### config.mk
export PLATFORM = sky130hd
export DESIGN_NAME = nand_id_host
export DESIGN_NICKNAME = d
export VERILOG_FILES = /design/src/design/nand_id_pkg.sv /design/src/design/nand_id_host.sv
export SDC_FILE = /design/constraint.sdc
export NUM_CORES = 1
export LEC_CHECK = 0
export ABC_AREA = 1
export BUFFER_PORTS_ARGS = -buffer_cell sky130_fd_sc_hd__buf_4
export CAP_MARGIN = 40
export CORE_UTILIZATION = 35
export DETAILED_ROUTE_END_ITERATION = 6
export SYNTH_ARGS = -nofsm -noshare
export SYNTH_HDL_FRONTEND = slang
export SYNTH_SLANG_ARGS = --single-unit
### constraint.sdc
create_clock -name CLOCK -period 7.2 [get_ports CLOCK]
set_input_delay 0.72 -clock CLOCK [delete_from_list [all_inputs] [get_ports CLOCK]]
set_output_delay 0.72 -clock CLOCK [all_outputs]
set_load 0.05 [all_outputs]
### src/design/nand_id_pkg.sv
/*
 * constants for the nand identification host controller: wishbone register map,
 * command bytes, address cycle layout, pin timing counts.
 * assumes a 40 MHz system clock and an 8-bit multiplexed nand bus.
 */
package nand_id_pkg;
    // register byte offsets
    localparam logic [3:0] REG_CTRL = 4'h0;
    localparam logic [3:0] REG_ADDR = 4'h4;
    localparam logic [3:0] REG_STAT = 4'h8;
    localparam logic [3:0] REG_DATA = 4'hc;
    // control fields
    localparam int CTRL_GO = 0;
    localparam int CTRL_OP_LO = 1;
    localparam int CTRL_CNT_LO = 8;
    localparam int CTRL_CE = 16;
    localparam int CTRL_WP = 17;
    // operations
    typedef enum logic [2:0]
    {
        OP_CMD = 3'h0,
        OP_ADDR5 = 3'h1,
        OP_READ = 3'h2,
        OP_READ_ID = 3'h3,
        OP_PARAM = 3'h4
    } op_e;
    // command bytes
    localparam logic [7:0] CMD_READ_ID = 8'h90;
    localparam logic [7:0] CMD_PARAM = 8'hec;
    localparam logic [7:0] CMD_RESET = 8'hff;
    localparam logic [7:0] CMD_DUMMY = 8'h00;
    localparam logic [7:0] ADDR_ZERO = 8'h00;
    // address cycle layout
    localparam int COL_W = 12;
    localparam int ROW_W = 20;
    localparam int ADDR_CYCLES = 5;
    localparam logic [3:0] HI_NIB_LOW = 4'h0;
    // pin timing: strobe low and high phases, ns
    localparam int CLK_NS = 25;
    localparam int STROBE_NS = 50;
    localparam int STROBE_CYC = (STROBE_NS + CLK_NS - 1) / CLK_NS;
    localparam int BUSY_WAIT_NS = 200;
    localparam int BUSY_WAIT_CYC = (BUSY_WAIT_NS + CLK_NS - 1) / CLK_NS;
endpackage : nand_id_pkg

### src/design/nand_id_host.sv
/*
 * host controller driving a stacked nand device for addressing, id and parameter page reads.
 * assumes a classic wishbone master and a nand device whose pins are synchronous to CLOCK.
 */
// Summary of operation
// two column cycles first, low byte first, then three row cycles
// row bits 5:0 in cycle three select the page in the block
// address bit 18 is plane select or low block bit
// row is block, plane and page bits concatenated, block on top
// top block bit picks die halves in the four die stack
// host drives lines 7:4 low in cycles two and five
// device returns status of one earlier operation per die or plane
// each die of the stack runs its own operation
// command 90h plus address 00h enters identification mode
// host writes dummy command 00h after id before status read
// five read strobes return maker, device and three more bytes
// device stays in id mode until another command
// fifth id byte encodes ecc, plane count and plane size
// command ECh plus address 00h starts parameter page read
// device stays in parameter page mode until another command
// host issues reset before every parameter page read
// parameter bytes 0 to 3 carry the signature
// parameter bytes 4 and 5 declare interface version
// bytes 6 and 7 list supported features
// bytes 8 and 9 list optional commands
// command or address latched on write strobe rising edge
// each read strobe fall gives next byte
// reserved parameter bytes 10 to 31 read as zero
`timescale 1ns/1ps
module nand_id_host
#(
    parameter int STROBE_CYC = nand_id_pkg::STROBE_CYC,
    parameter int BUSY_WAIT_CYC = nand_id_pkg::BUSY_WAIT_CYC
)
(
    // clock and reset
    input wire logic CLOCK,
    input wire logic RST,
    // wishbone slave
    input wire logic WB_CYC_I,
    input wire logic WB_STB_I,
    input wire logic WB_WE_I,
    input wire logic [3:0] WB_ADR_I,
    input wire logic [3:0] WB_SEL_I,
    input wire logic [31:0] WB_DAT_I,
    output logic [31:0] WB_DAT_O,
    output logic WB_ACK_O,
    // nand pins
    input wire logic [7:0] IO_I,
    output logic [7:0] IO_O,
    output logic IO_OE,
    output logic CLE,
    output logic ALE,
    output logic CE_N,
    output logic WE_N,
    output logic RE_N,
    output logic WP_N,
    input wire logic RB_N
);
    ////////////////////////////////////////////////////////////////////////////////
    typedef enum logic [2:0]
    {
        S_IDLE = 3'h0,
        S_SETUP = 3'h1,
        S_LOW = 3'h2,
        S_HIGH = 3'h3,
        S_WAIT = 3'h4
    } state_e;
    state_e state_r;
    logic [31:0] ctrl_r;
    logic [31:0] addr_r;
    logic [31:0] rdata_r;
    logic [3:0] phase_r;
    logic [7:0] left_r;
    logic [2:0] acyc_r;
    logic [7:0] timer_r;
    logic busy_r, id_seen_r, ce_n_r;
    logic done_r;
    logic ack_r;
    logic [31:0] dat_o_r;
    logic [7:0] io_r;
    logic io_oe_r, cle_r, ale_r, we_n_r, re_n_r;
    // byte for each of the five address cycles; high nibbles of cycles two and five forced low
    function automatic logic [7:0] addr_byte(input logic [31:0] a, input logic [2:0] n);
        case (n)
            // column low byte first
            3'h0: addr_byte = a[7:0];
            // upper lines low
            3'h1: addr_byte = {nand_id_pkg::HI_NIB_LOW, a[11:8]};
            // page then plane then block
            3'h2: addr_byte = a[19:12];
            3'h3: addr_byte = a[27:20];
            // upper lines low, R5 bit 31 on line 3
            3'h4: addr_byte = {nand_id_pkg::HI_NIB_LOW, a[31:28]};
            default: addr_byte = 8'h00;
        endcase
    endfunction : addr_byte
    ////////////////////////////////////////////////////////////////////////////////
    wire bus_req = WB_CYC_I && WB_STB_I && !ack_r;
    wire wr_ctrl = bus_req && WB_WE_I && WB_ADR_I == nand_id_pkg::REG_CTRL && WB_SEL_I[0];
    wire wr_addr = bus_req && WB_WE_I && WB_ADR_I == nand_id_pkg::REG_ADDR;
    wire start = wr_ctrl && WB_DAT_I[nand_id_pkg::CTRL_GO] && !busy_r;
    wire [2:0] op_w = ctrl_r[nand_id_pkg::CTRL_OP_LO +: 3];
    // count and op come from the bus at the start edge, before ctrl_r holds them
    wire [7:0] cnt_w = WB_DAT_I[nand_id_pkg::CTRL_CNT_LO +: 8];
    wire [2:0] op_in = WB_DAT_I[nand_id_pkg::CTRL_OP_LO +: 3];
    // dummy or reset first
    wire pre_cmd = op_in == nand_id_pkg::OP_PARAM || (op_in == nand_id_pkg::OP_CMD && id_seen_r);
    wire [7:0] pre_byte = (op_w == nand_id_pkg::OP_PARAM) ? nand_id_pkg::CMD_RESET : nand_id_pkg::CMD_DUMMY;
    wire [7:0] cmd_w = ctrl_r[31:24];
    wire [31:0] stat_w = {28'h0, RB_N, done_r, busy_r, 1'b0};
    wire [31:0] rd_mux = (WB_ADR_I == nand_id_pkg::REG_CTRL) ? ctrl_r :
                         (WB_ADR_I == nand_id_pkg::REG_ADDR) ? addr_r :
                         (WB_ADR_I == nand_id_pkg::REG_STAT) ? stat_w :
                         (WB_ADR_I == nand_id_pkg::REG_DATA) ? rdata_r : 32'h0;
    wire timer_done = timer_r == 8'h01;
    // phase 4 reset or dummy first, 0 command, 1 address cycles, 2 data reads, 3 finish
    wire is_read_op = op_w == nand_id_pkg::OP_READ || op_w == nand_id_pkg::OP_READ_ID ||
                      op_w == nand_id_pkg::OP_PARAM;
    // single address 00h follows the id or parameter command
    wire single_addr = op_w == nand_id_pkg::OP_READ_ID || op_w == nand_id_pkg::OP_PARAM;
    wire [7:0] cmd_byte = (op_w == nand_id_pkg::OP_READ_ID) ? nand_id_pkg::CMD_READ_ID :
                          (op_w == nand_id_pkg::OP_PARAM) ? nand_id_pkg::CMD_PARAM : cmd_w;
    wire [7:0] addr_out = single_addr ? nand_id_pkg::ADDR_ZERO : addr_byte(addr_r, acyc_r);
    wire last_addr = single_addr || acyc_r == 3'(nand_id_pkg::ADDR_CYCLES - 1);
    always_ff @(posedge CLOCK or posedge RST)
    begin
        if (RST)
        begin
            ack_r <= 1'b0;
            dat_o_r <= 32'h0;
            ctrl_r <= 32'h0;
            addr_r <= 32'h0;
            ce_n_r <= 1'b1;
        end
        else
        begin
            ack_r <= bus_req;
            dat_o_r <= rd_mux;
            ce_n_r <= !ctrl_r[nand_id_pkg::CTRL_CE];
            if (wr_ctrl && !busy_r)
                ctrl_r <= WB_DAT_I & ~32'h1;
            if (wr_addr && !busy_r)
                addr_r <= WB_DAT_I;
        end
    end
    ////////////////////////////////////////////////////////////////////////////////
    // strobe engine; each cycle is setup, strobe low, strobe high
    always_ff @(posedge CLOCK or posedge RST)
    begin
        if (RST)
        begin
            state_r <= S_IDLE;
            phase_r <= 4'h0;
            left_r <= 8'h0;
            acyc_r <= 3'h0;
            timer_r <= 8'h0;
            busy_r <= 1'b0;
            done_r <= 1'b0;
            id_seen_r <= 1'b0;
            rdata_r <= 32'h0;
            io_r <= 8'h0;
            io_oe_r <= 1'b0;
            cle_r <= 1'b0;
            ale_r <= 1'b0;
            we_n_r <= 1'b1;
            re_n_r <= 1'b1;
        end
        else
        begin
            case (state_r)
                S_IDLE:
                begin
                    if (start)
                    begin
                        busy_r <= 1'b1;
                        done_r <= 1'b0;
                        phase_r <= pre_cmd ? 4'h4 : (op_in == nand_id_pkg::OP_READ) ? 4'h2 :
                                   (op_in == nand_id_pkg::OP_ADDR5) ? 4'h1 : 4'h0;
                        acyc_r <= 3'h0;
                        left_r <= cnt_w;
                        id_seen_r <= op_in == nand_id_pkg::OP_READ_ID || (id_seen_r &&
                                     op_in != nand_id_pkg::OP_CMD && op_in != nand_id_pkg::OP_PARAM);
                        state_r <= S_SETUP;
                    end
                    else if (wr_ctrl)
                        done_r <= 1'b0;
                end
                S_SETUP:
                begin
                    // latch selects settle before the write strobe
                    cle_r <= phase_r == 4'h0 || phase_r == 4'h4;
                    ale_r <= phase_r == 4'h1;
                    io_oe_r <= phase_r != 4'h2;
                    io_r <= (phase_r == 4'h4) ? pre_byte : (phase_r == 4'h0) ? cmd_byte : addr_out;
                    timer_r <= 8'(STROBE_CYC);
                    state_r <= S_LOW;
                end
                S_LOW:
                begin
                    we_n_r <= !(phase_r != 4'h2);
                    // read strobe fall advances the device column
                    re_n_r <= !(phase_r == 4'h2);
                    timer_r <= timer_done ? 8'(STROBE_CYC) : timer_r - 8'h01;
                    if (timer_done)
                        state_r <= S_HIGH;
                end
                S_HIGH:
                begin
                    if (!re_n_r)
                        rdata_r <= {rdata_r[23:0], IO_I};
                    // rising write strobe latches the byte
                    we_n_r <= 1'b1;
                    re_n_r <= 1'b1;
                    timer_r <= timer_done ? 8'(BUSY_WAIT_CYC) : timer_r - 8'h01;
                    if (timer_done)
                    begin
                        cle_r <= 1'b0;
                        ale_r <= 1'b0;
                        io_oe_r <= 1'b0;
                        if (phase_r == 4'h0 || phase_r == 4'h4)
                        begin
                            phase_r <= (phase_r == 4'h4) ? 4'h0 : (op_w == nand_id_pkg::OP_CMD) ? 4'h3 : 4'h1;
                            state_r <= (phase_r == 4'h4 || op_w == nand_id_pkg::OP_CMD) ? S_WAIT : S_SETUP;
                        end
                        else if (phase_r == 4'h1)
                        begin
                            acyc_r <= acyc_r + 3'h1;
                            if (last_addr)
                            begin
                                phase_r <= is_read_op ? 4'h2 : 4'h3;
                                state_r <= S_WAIT;
                            end
                            else
                                state_r <= S_SETUP;
                        end
                        else
                        begin
                            left_r <= left_r - 8'h01;
                            state_r <= (left_r <= 8'h01) ? S_WAIT : S_SETUP;
                            phase_r <= (left_r <= 8'h01) ? 4'h3 : phase_r;
                        end
                    end
                end
                S_WAIT:
                begin
                    // settle then wait for ready before command, data or finish
                    if (timer_r != 8'h00)
                        timer_r <= timer_r - 8'h01;
                    else if (RB_N && ((phase_r == 4'h2 && left_r != 8'h00) || phase_r == 4'h0))
                        state_r <= S_SETUP;
                    else if (RB_N)
                    begin
                        busy_r <= 1'b0;
                        done_r <= 1'b1;
                        state_r <= S_IDLE;
                    end
                end
                default:
                    state_r <= S_IDLE;
            endcase
        end
    end
    assign WB_ACK_O = ack_r;
    assign WB_DAT_O = dat_o_r;
    assign IO_O = io_r;
    assign IO_OE = io_oe_r;
    assign CLE = cle_r;
    assign ALE = ale_r;
    assign WE_N = we_n_r;
    assign RE_N = re_n_r;
    assign CE_N = ce_n_r;
    assign WP_N = ctrl_r[nand_id_pkg::CTRL_WP];
    ////////////////////////////////////////////////////////////////////////////////
    // cle and ale never high together, so each latched byte is command or address
    a_cle_ale_excl: assert property (@(posedge CLOCK) disable iff (RST) !(cle_r && ale_r))
        else $error("cle and ale both high");
    a_we_re_excl: assert property (@(posedge CLOCK) disable iff (RST) !(!we_n_r && !re_n_r))
        else $error("write and read strobes low together");
    a_addr_hi_low: assert property (@(posedge CLOCK) disable iff (RST)
        (ale_r && !we_n_r && (acyc_r == 3'h1 || acyc_r == 3'h4)) |-> io_r[7:4] == 4'h0)
        else $error("upper lines not low in cycle two or five");
    a_id_cmd: assert property (@(posedge CLOCK) disable iff (RST)
        (cle_r && !we_n_r && op_w == nand_id_pkg::OP_READ_ID) |-> io_r == nand_id_pkg::CMD_READ_ID)
        else $error("id command byte wrong");
    a_param_addr: assert property (@(posedge CLOCK) disable iff (RST)
        (ale_r && !we_n_r && op_w == nand_id_pkg::OP_PARAM) |-> io_r == nand_id_pkg::ADDR_ZERO)
        else $error("parameter address not zero");
    a_col_first: assert property (@(posedge CLOCK) disable iff (RST)
        (ale_r && !we_n_r && acyc_r == 3'h0 && op_w == nand_id_pkg::OP_ADDR5) |-> io_r == addr_r[7:0])
        else $error("first address cycle not column low");
    a_page_bits: assert property (@(posedge CLOCK) disable iff (RST)
        (ale_r && !we_n_r && acyc_r == 3'h2 && op_w == nand_id_pkg::OP_ADDR5) |-> io_r == addr_r[19:12])
        else $error("third cycle not page plane block");
    a_rise_hold: assert property (@(posedge CLOCK) disable iff (RST)
        $rose(we_n_r) |-> $past(io_oe_r) && (cle_r || ale_r))
        else $error("latch select dropped before strobe rise");
    c_read_id: cover property (@(posedge CLOCK) disable iff (RST) done_r && op_w == nand_id_pkg::OP_READ_ID);
    c_param: cover property (@(posedge CLOCK) disable iff (RST) done_r && op_w == nand_id_pkg::OP_PARAM);
    c_addr5: cover property (@(posedge CLOCK) disable iff (RST) $rose(done_r) && op_w == nand_id_pkg::OP_ADDR5);
endmodule : nand_id_host

* Word-level counts from Yosys, hierarchy flattened
Cells that the tools add are included.
** Operators by class
- $add $sub $neg :: 3
- Order comparisons :: 1
- Equal/unequal tests :: 38
- Muxes and demuxes :: 67
- Bitwise operators :: 1
- Reductions and logical operators :: 53
** Operators with widths (count)
- two-way mux 32 bit :: 4
- two-way mux 8 bit :: 13
- two-way mux 3 bit :: 16
- one-hot mux 8 bit (5 select lines) :: 1
- one-hot mux 8 bit (4 select lines) :: 1
- AND reduction 5 bit :: 6
- == test 3 x 2 -> 1 bit (second input constant) :: 8
- two-way mux 4 bit :: 6
- != test 2 bit (second input constant) :: 10
- one-hot mux 8 bit (2 select lines) :: 1
- nonzero test 8 bit :: 2
- subtractor 8 x 1 -> 8 bit (second input constant) :: 2
- logical AND 1 bit :: 15
- one-hot mux 3 bit (5 select lines) :: 1
- one-hot mux 1 bit (2 select lines) :: 7
- == test 3 bit (second input constant) :: 4
- zero test 3 bit :: 4
- two-way mux 1 bit :: 12
- == test 3 x 1 -> 1 bit (second input constant) :: 3
- logical OR 1 bit :: 9
- != test 3 bit (second input constant) :: 3
- == test 4 x 3 -> 1 bit (second input constant) :: 2
- == test 4 bit (second input constant) :: 2
- == test 8 x 1 -> 1 bit (second input constant) :: 1
- 16 further kinds :: 30
** Storage, ports and cells
- Register bits :: 171
- Input bits :: 54
- Output and inout port bits :: 48
- Word-level logic and storage cells :: 183

* Longest topological paths before layout
- Word-level depth :: 9
- Depth in mapped cells :: 12
- Gate-level depth less buffers :: 12

* Worst setup path before layout
Ideal clock, no wire load.
- Kind :: input -> register
- From :: in WB_ADR_I[1]
- To :: reg left_r[2]
- Setup time :: 123 ps
- Arrival time :: 1680 ps
- Required time :: 7077 ps
- Path slack :: 5396 ps
- Stages :: 9
- Path buffers :: 1
- Cells stage by stage :: nor2_4 > inv_2 > nor2_4 > nand4_1 > nand2_2 > nand2_1 > buf_4 > nand2_1 > o21ai_2
** Between the ends
- Word-level cells in the longest chain between the ends :: 7
** Ends and longest elaborated chain
- start: declaration :: RTL line nand_id_host.sv:43 : input wire logic [3:0] WB_ADR_I,
- zero test 4 bit :: RTL line nand_id_host.sv:100 : wire wr_ctrl = bus_req && WB_WE_I && WB_ADR_I == nand_id_pkg::REG_CTRL && WB_SEL_I[0];
- logical AND 1 bit (2 in a row) :: RTL line nand_id_host.sv:100
- logical AND 1 bit (2 in a row) :: RTL line nand_id_host.sv:102 : wire start = wr_ctrl && WB_DAT_I[nand_id_pkg::CTRL_GO] && !busy_r;
- != test 2 bit (no source line)
- AND reduction 5 bit (no source line)
- end signal: assignment :: RTL line nand_id_host.sv:181 : left_r <= cnt_w;
- end signal: assignment :: RTL line nand_id_host.sv:239 : left_r <= left_r - 8'h01;
- end: declaration :: RTL line nand_id_host.sv:74 : logic [7:0] left_r;
Every way passes these cells.
A chain may end at the register's enable or synchronous reset.

* Final worst setup path
- From :: in WB_ADR_I[1]
- To :: reg left_r[6]
The elaborated chain is that of the path after synthesis.

==> flow_metrics.tcl <==
set metrics [dict create \
    hold_viol 0 \
    cts_max_path_buffers 2 \
    critPathKind "primary input to register" \
    syn_area_per_cell_um2 8.39 \
    fin_skew_ns 0.00876 \
    ys_seq_area_frac 0.536 \
    synthCells 947 \
    gr-total-overflow 0 \
    hold_path_class "primary input to asynchronous set/reset pin" \
    crit_path_end_kind "register" \
    tns_ns 0 \
    post-route-period-util 0.325 \
    yosysWarningCount 0 \
    layout_common_cells "268 x nand2_1, 167 x dfrtp_1, 118 x inv_1" \
    fp.dieH_um 153 \
    dpl.hpwl_um 15500 \
    ys_ff_latch 170 \
    drtPass1Iterations 6 \
    p_leak_nw 4.83 \
    period_needed_ns 2.34 \
    clkTransAtPathRegs_ns 0.07 \
    start_util 0.361 \
    clock_sinks 170 \
    rr_startpoint "state_r[2]" \
    post_cts_buffers 0 \
    clk_latency_ns 0.44 \
    maxCapViolations 0 \
    synth.distinct_cells 42 \
    async_flop_share 1.00 \
    cp.arrival_ns 2.72 \
    r2r_slack_ns 4.94 \
    timing.slew.headroom 0.473 \
    die_w_um 153 \
    rsz0062_at_grt "false" \
    wl_um 21300 \
    nNetsFinal 1104 \
    rows 54 \
    status "finished, violations left" \
    cts_buffers 17 \
    grt_usage 0.190 \
    via_per_inst 4.87 \
    max_slew.worst_pin.slew_ns 0.791 \
    ant_nets 0 \
    drive_gt1_frac 0.161 \
    gp_congestion 0.873 \
    die-area_um2 23300 \
    slew_viol_final 0 \
    routedWlPerCell_um 15.9 \
    syn-cell-area_um2 7940 \
    vias 6492 \
    grt_pass1_wl_um 34200 \
    fmax_mhz 427 \
    irDropWorstVdd_mv 0.145 \
    synth_nets 1010 \
    syn_to_final_growth_pct 20.7 \
    cts.repair.resized 0 \
    violations "design-rule violations" \
    cts_tree "yes" \
    r2r_cells 9 \
    clock-root-buffer "clkbuf_16" \
    synth_edf_count 0 \
    hold_ws_ns 0.218 \
    synth_ff_type "dfrtp_1" \
    core_um2 22000 \
    crit_required_ns 7.58 \
    cts_htree_levels 4 \
    power_density_nw_per_um2 227 \
    route.detailed.drc 9 \
    grt_max_degree 90 \
    antenna_cells 0 \
    grt_pass1_vias 6237 \
    numPortBuffers 98 \
    crit_fanout 32 \
    cts_hold_buf 0 \
    mostFrequentLayoutCell "nand2_1" \
    setup_viol 0 \
    antenna_found_initial 0 \
    crit-reg2reg-capture "left_r[6]" \
    drt_iter0_markers 566 \
    ioPinCount 102 \
    cp-start-kind "primary input" \
]
==> synth_stat cells (2+ instances only) <==
library cell / instances / area (um^2)
o21ai_0: 59 / 295
o21ai_1: 31 / 155
a21boi_0: 4 / 30.0
buf_6: 3 / 33.8
o21bai_1: 2 / 15.0
nand2_2: 5 / 31.3
ha_1: 9 / 113
nand4_1: 11 / 68.8
clkbuf_1: 19 / 71.3
nor2_4: 3 / 33.8
buf_2: 5 / 25.0
o221ai_1: 12 / 105
nand3_1: 45 / 225
o21ai_2: 4 / 35.0
o211ai_1: 16 / 120
dfstp_2: 3 / 78.8
xor2_1: 5 / 43.8
a2bb2oi_1: 4 / 35.0
or2_0: 2 / 12.5
a21oi_1: 24 / 120
o2111ai_1: 3 / 26.3
o22ai_1: 6 / 37.5
inv_1: 119 / 447
nand2_1: 269 / 1010
dfrtp_1: 167 / 4180
nor3_1: 3 / 15.0
inv_2: 9 / 33.8
o21a_1: 20 / 150
buf_4: 3 / 22.5
nor2_2: 3 / 18.8
nor2_1: 67 / 251
a22oi_1: 2 / 15.0
==> per-layer routing <==
layer | vias to the layer above | routed length, um | share of wire | GRT usage
met4 | 0 | 239 | 0.011 | 0.0505
met5 | - | 0 | 0 | 0
li1 | 3244 | - | - | -
met2 | 164 | 9930 | 0.47 | 0.301
met3 | 16 | 1050 | 0.049 | 0.0296
met1 | 3068 | 10100 | 0.47 | 0.270
==> kinds of logic (layout without fill, tap and decap cells) <==
| logic type | Yosys count | count (layout) | synth area share |
|---|---|---|---|
| adders and majority gates | 9 | 9 | 0.0142 |
| DFF | 170 | 170 | 0.536 |
| and+or+nand+nor | 412 | 412 | 0.216 |
| xor gates and xnor gates | 6 | 6 | 0.00662 |
| buffers and inverters | 160 | 267 | 0.0807 |
| AOI/OAI and AO/OA | 190 | 190 | 0.146 |
==> metrics by stage <==
stage / setup WS (ns) / util / total power [mW] / area [um^2] / cells
floorplan: 1.88 / - / 1.16 / 7940 / 947
global placement: 4.42 / 0.405 / 1.24 / 8930 / 1300
detailed placement: 4.40 / 0.408 / 1.24 / 8980 / 1302
CTS: 4.86 / 0.435 / 2.19 / 9590 / 1334
global route: 4.66 / 0.435 / 2.25 / 9590 / 1334
finish: 4.86 / 0.435 / 2.17 / 9590 / 1334
==> worst max-delay path by stage <==
| stage | end | slack (ns) | cells after the start | from |
|---|---|---|---|---|
| after floorplan | ALE | 1.88 | 1 | RST |
| after global placement | left_r[4] | 4.42 | 11 | WB_ADR_I[1] |
| after detailed placement | left_r[5] | 4.40 | 11 | WB_ADR_I[1] |
| after CTS | left_r[6] | 4.86 | 11 | WB_ADR_I[1] |
| after global routing | left_r[4] | 4.66 | 11 | WB_ADR_I[1] |
| final | left_r[6] | 4.86 | 11 | WB_ADR_I[1] |
==> report_power, final <==
part	switching [mW]	internal, mW	total, mW
clock network	0.394	0.556	0.951
registers	0.0320	1.01	1.04
logic	0.120	0.0654	0.185
total	0.546	1.63	2.17
==> flip-flops by register name, indices dropped and copies added, names as in the netlist, 8 cells and up <==
name / flops
left_r: 8
IO_O: 8
ctrl_r: 31
WB_DAT_O: 32
addr_r: 32
timer_r: 8
rdata_r: 32
==> final cells by class <==
type / count / area, um^2
clock inverter: 14 / 170
timing repair buffer: 106 / 828
sequential: 170 / 4260
tap: 280 / 350
inverter: 129 / 489
multi-input combinational: 617 / 3050
fill: 2210 / 12400
clock buffer: 18 / 439
==> critical path, cell delays in order <==
cell and delay, ns:
buf_4 0.12, nor2_4 0.18, inv_2 0.10, nor2_4 0.12
buf_4 0.39, nand4_1 0.20, nand2_2 0.21, nand2_1 0.34
inv_2 0.21, nand2_1 0.07, nand2_1 0.06
Power figures use the tool's default switching activity.
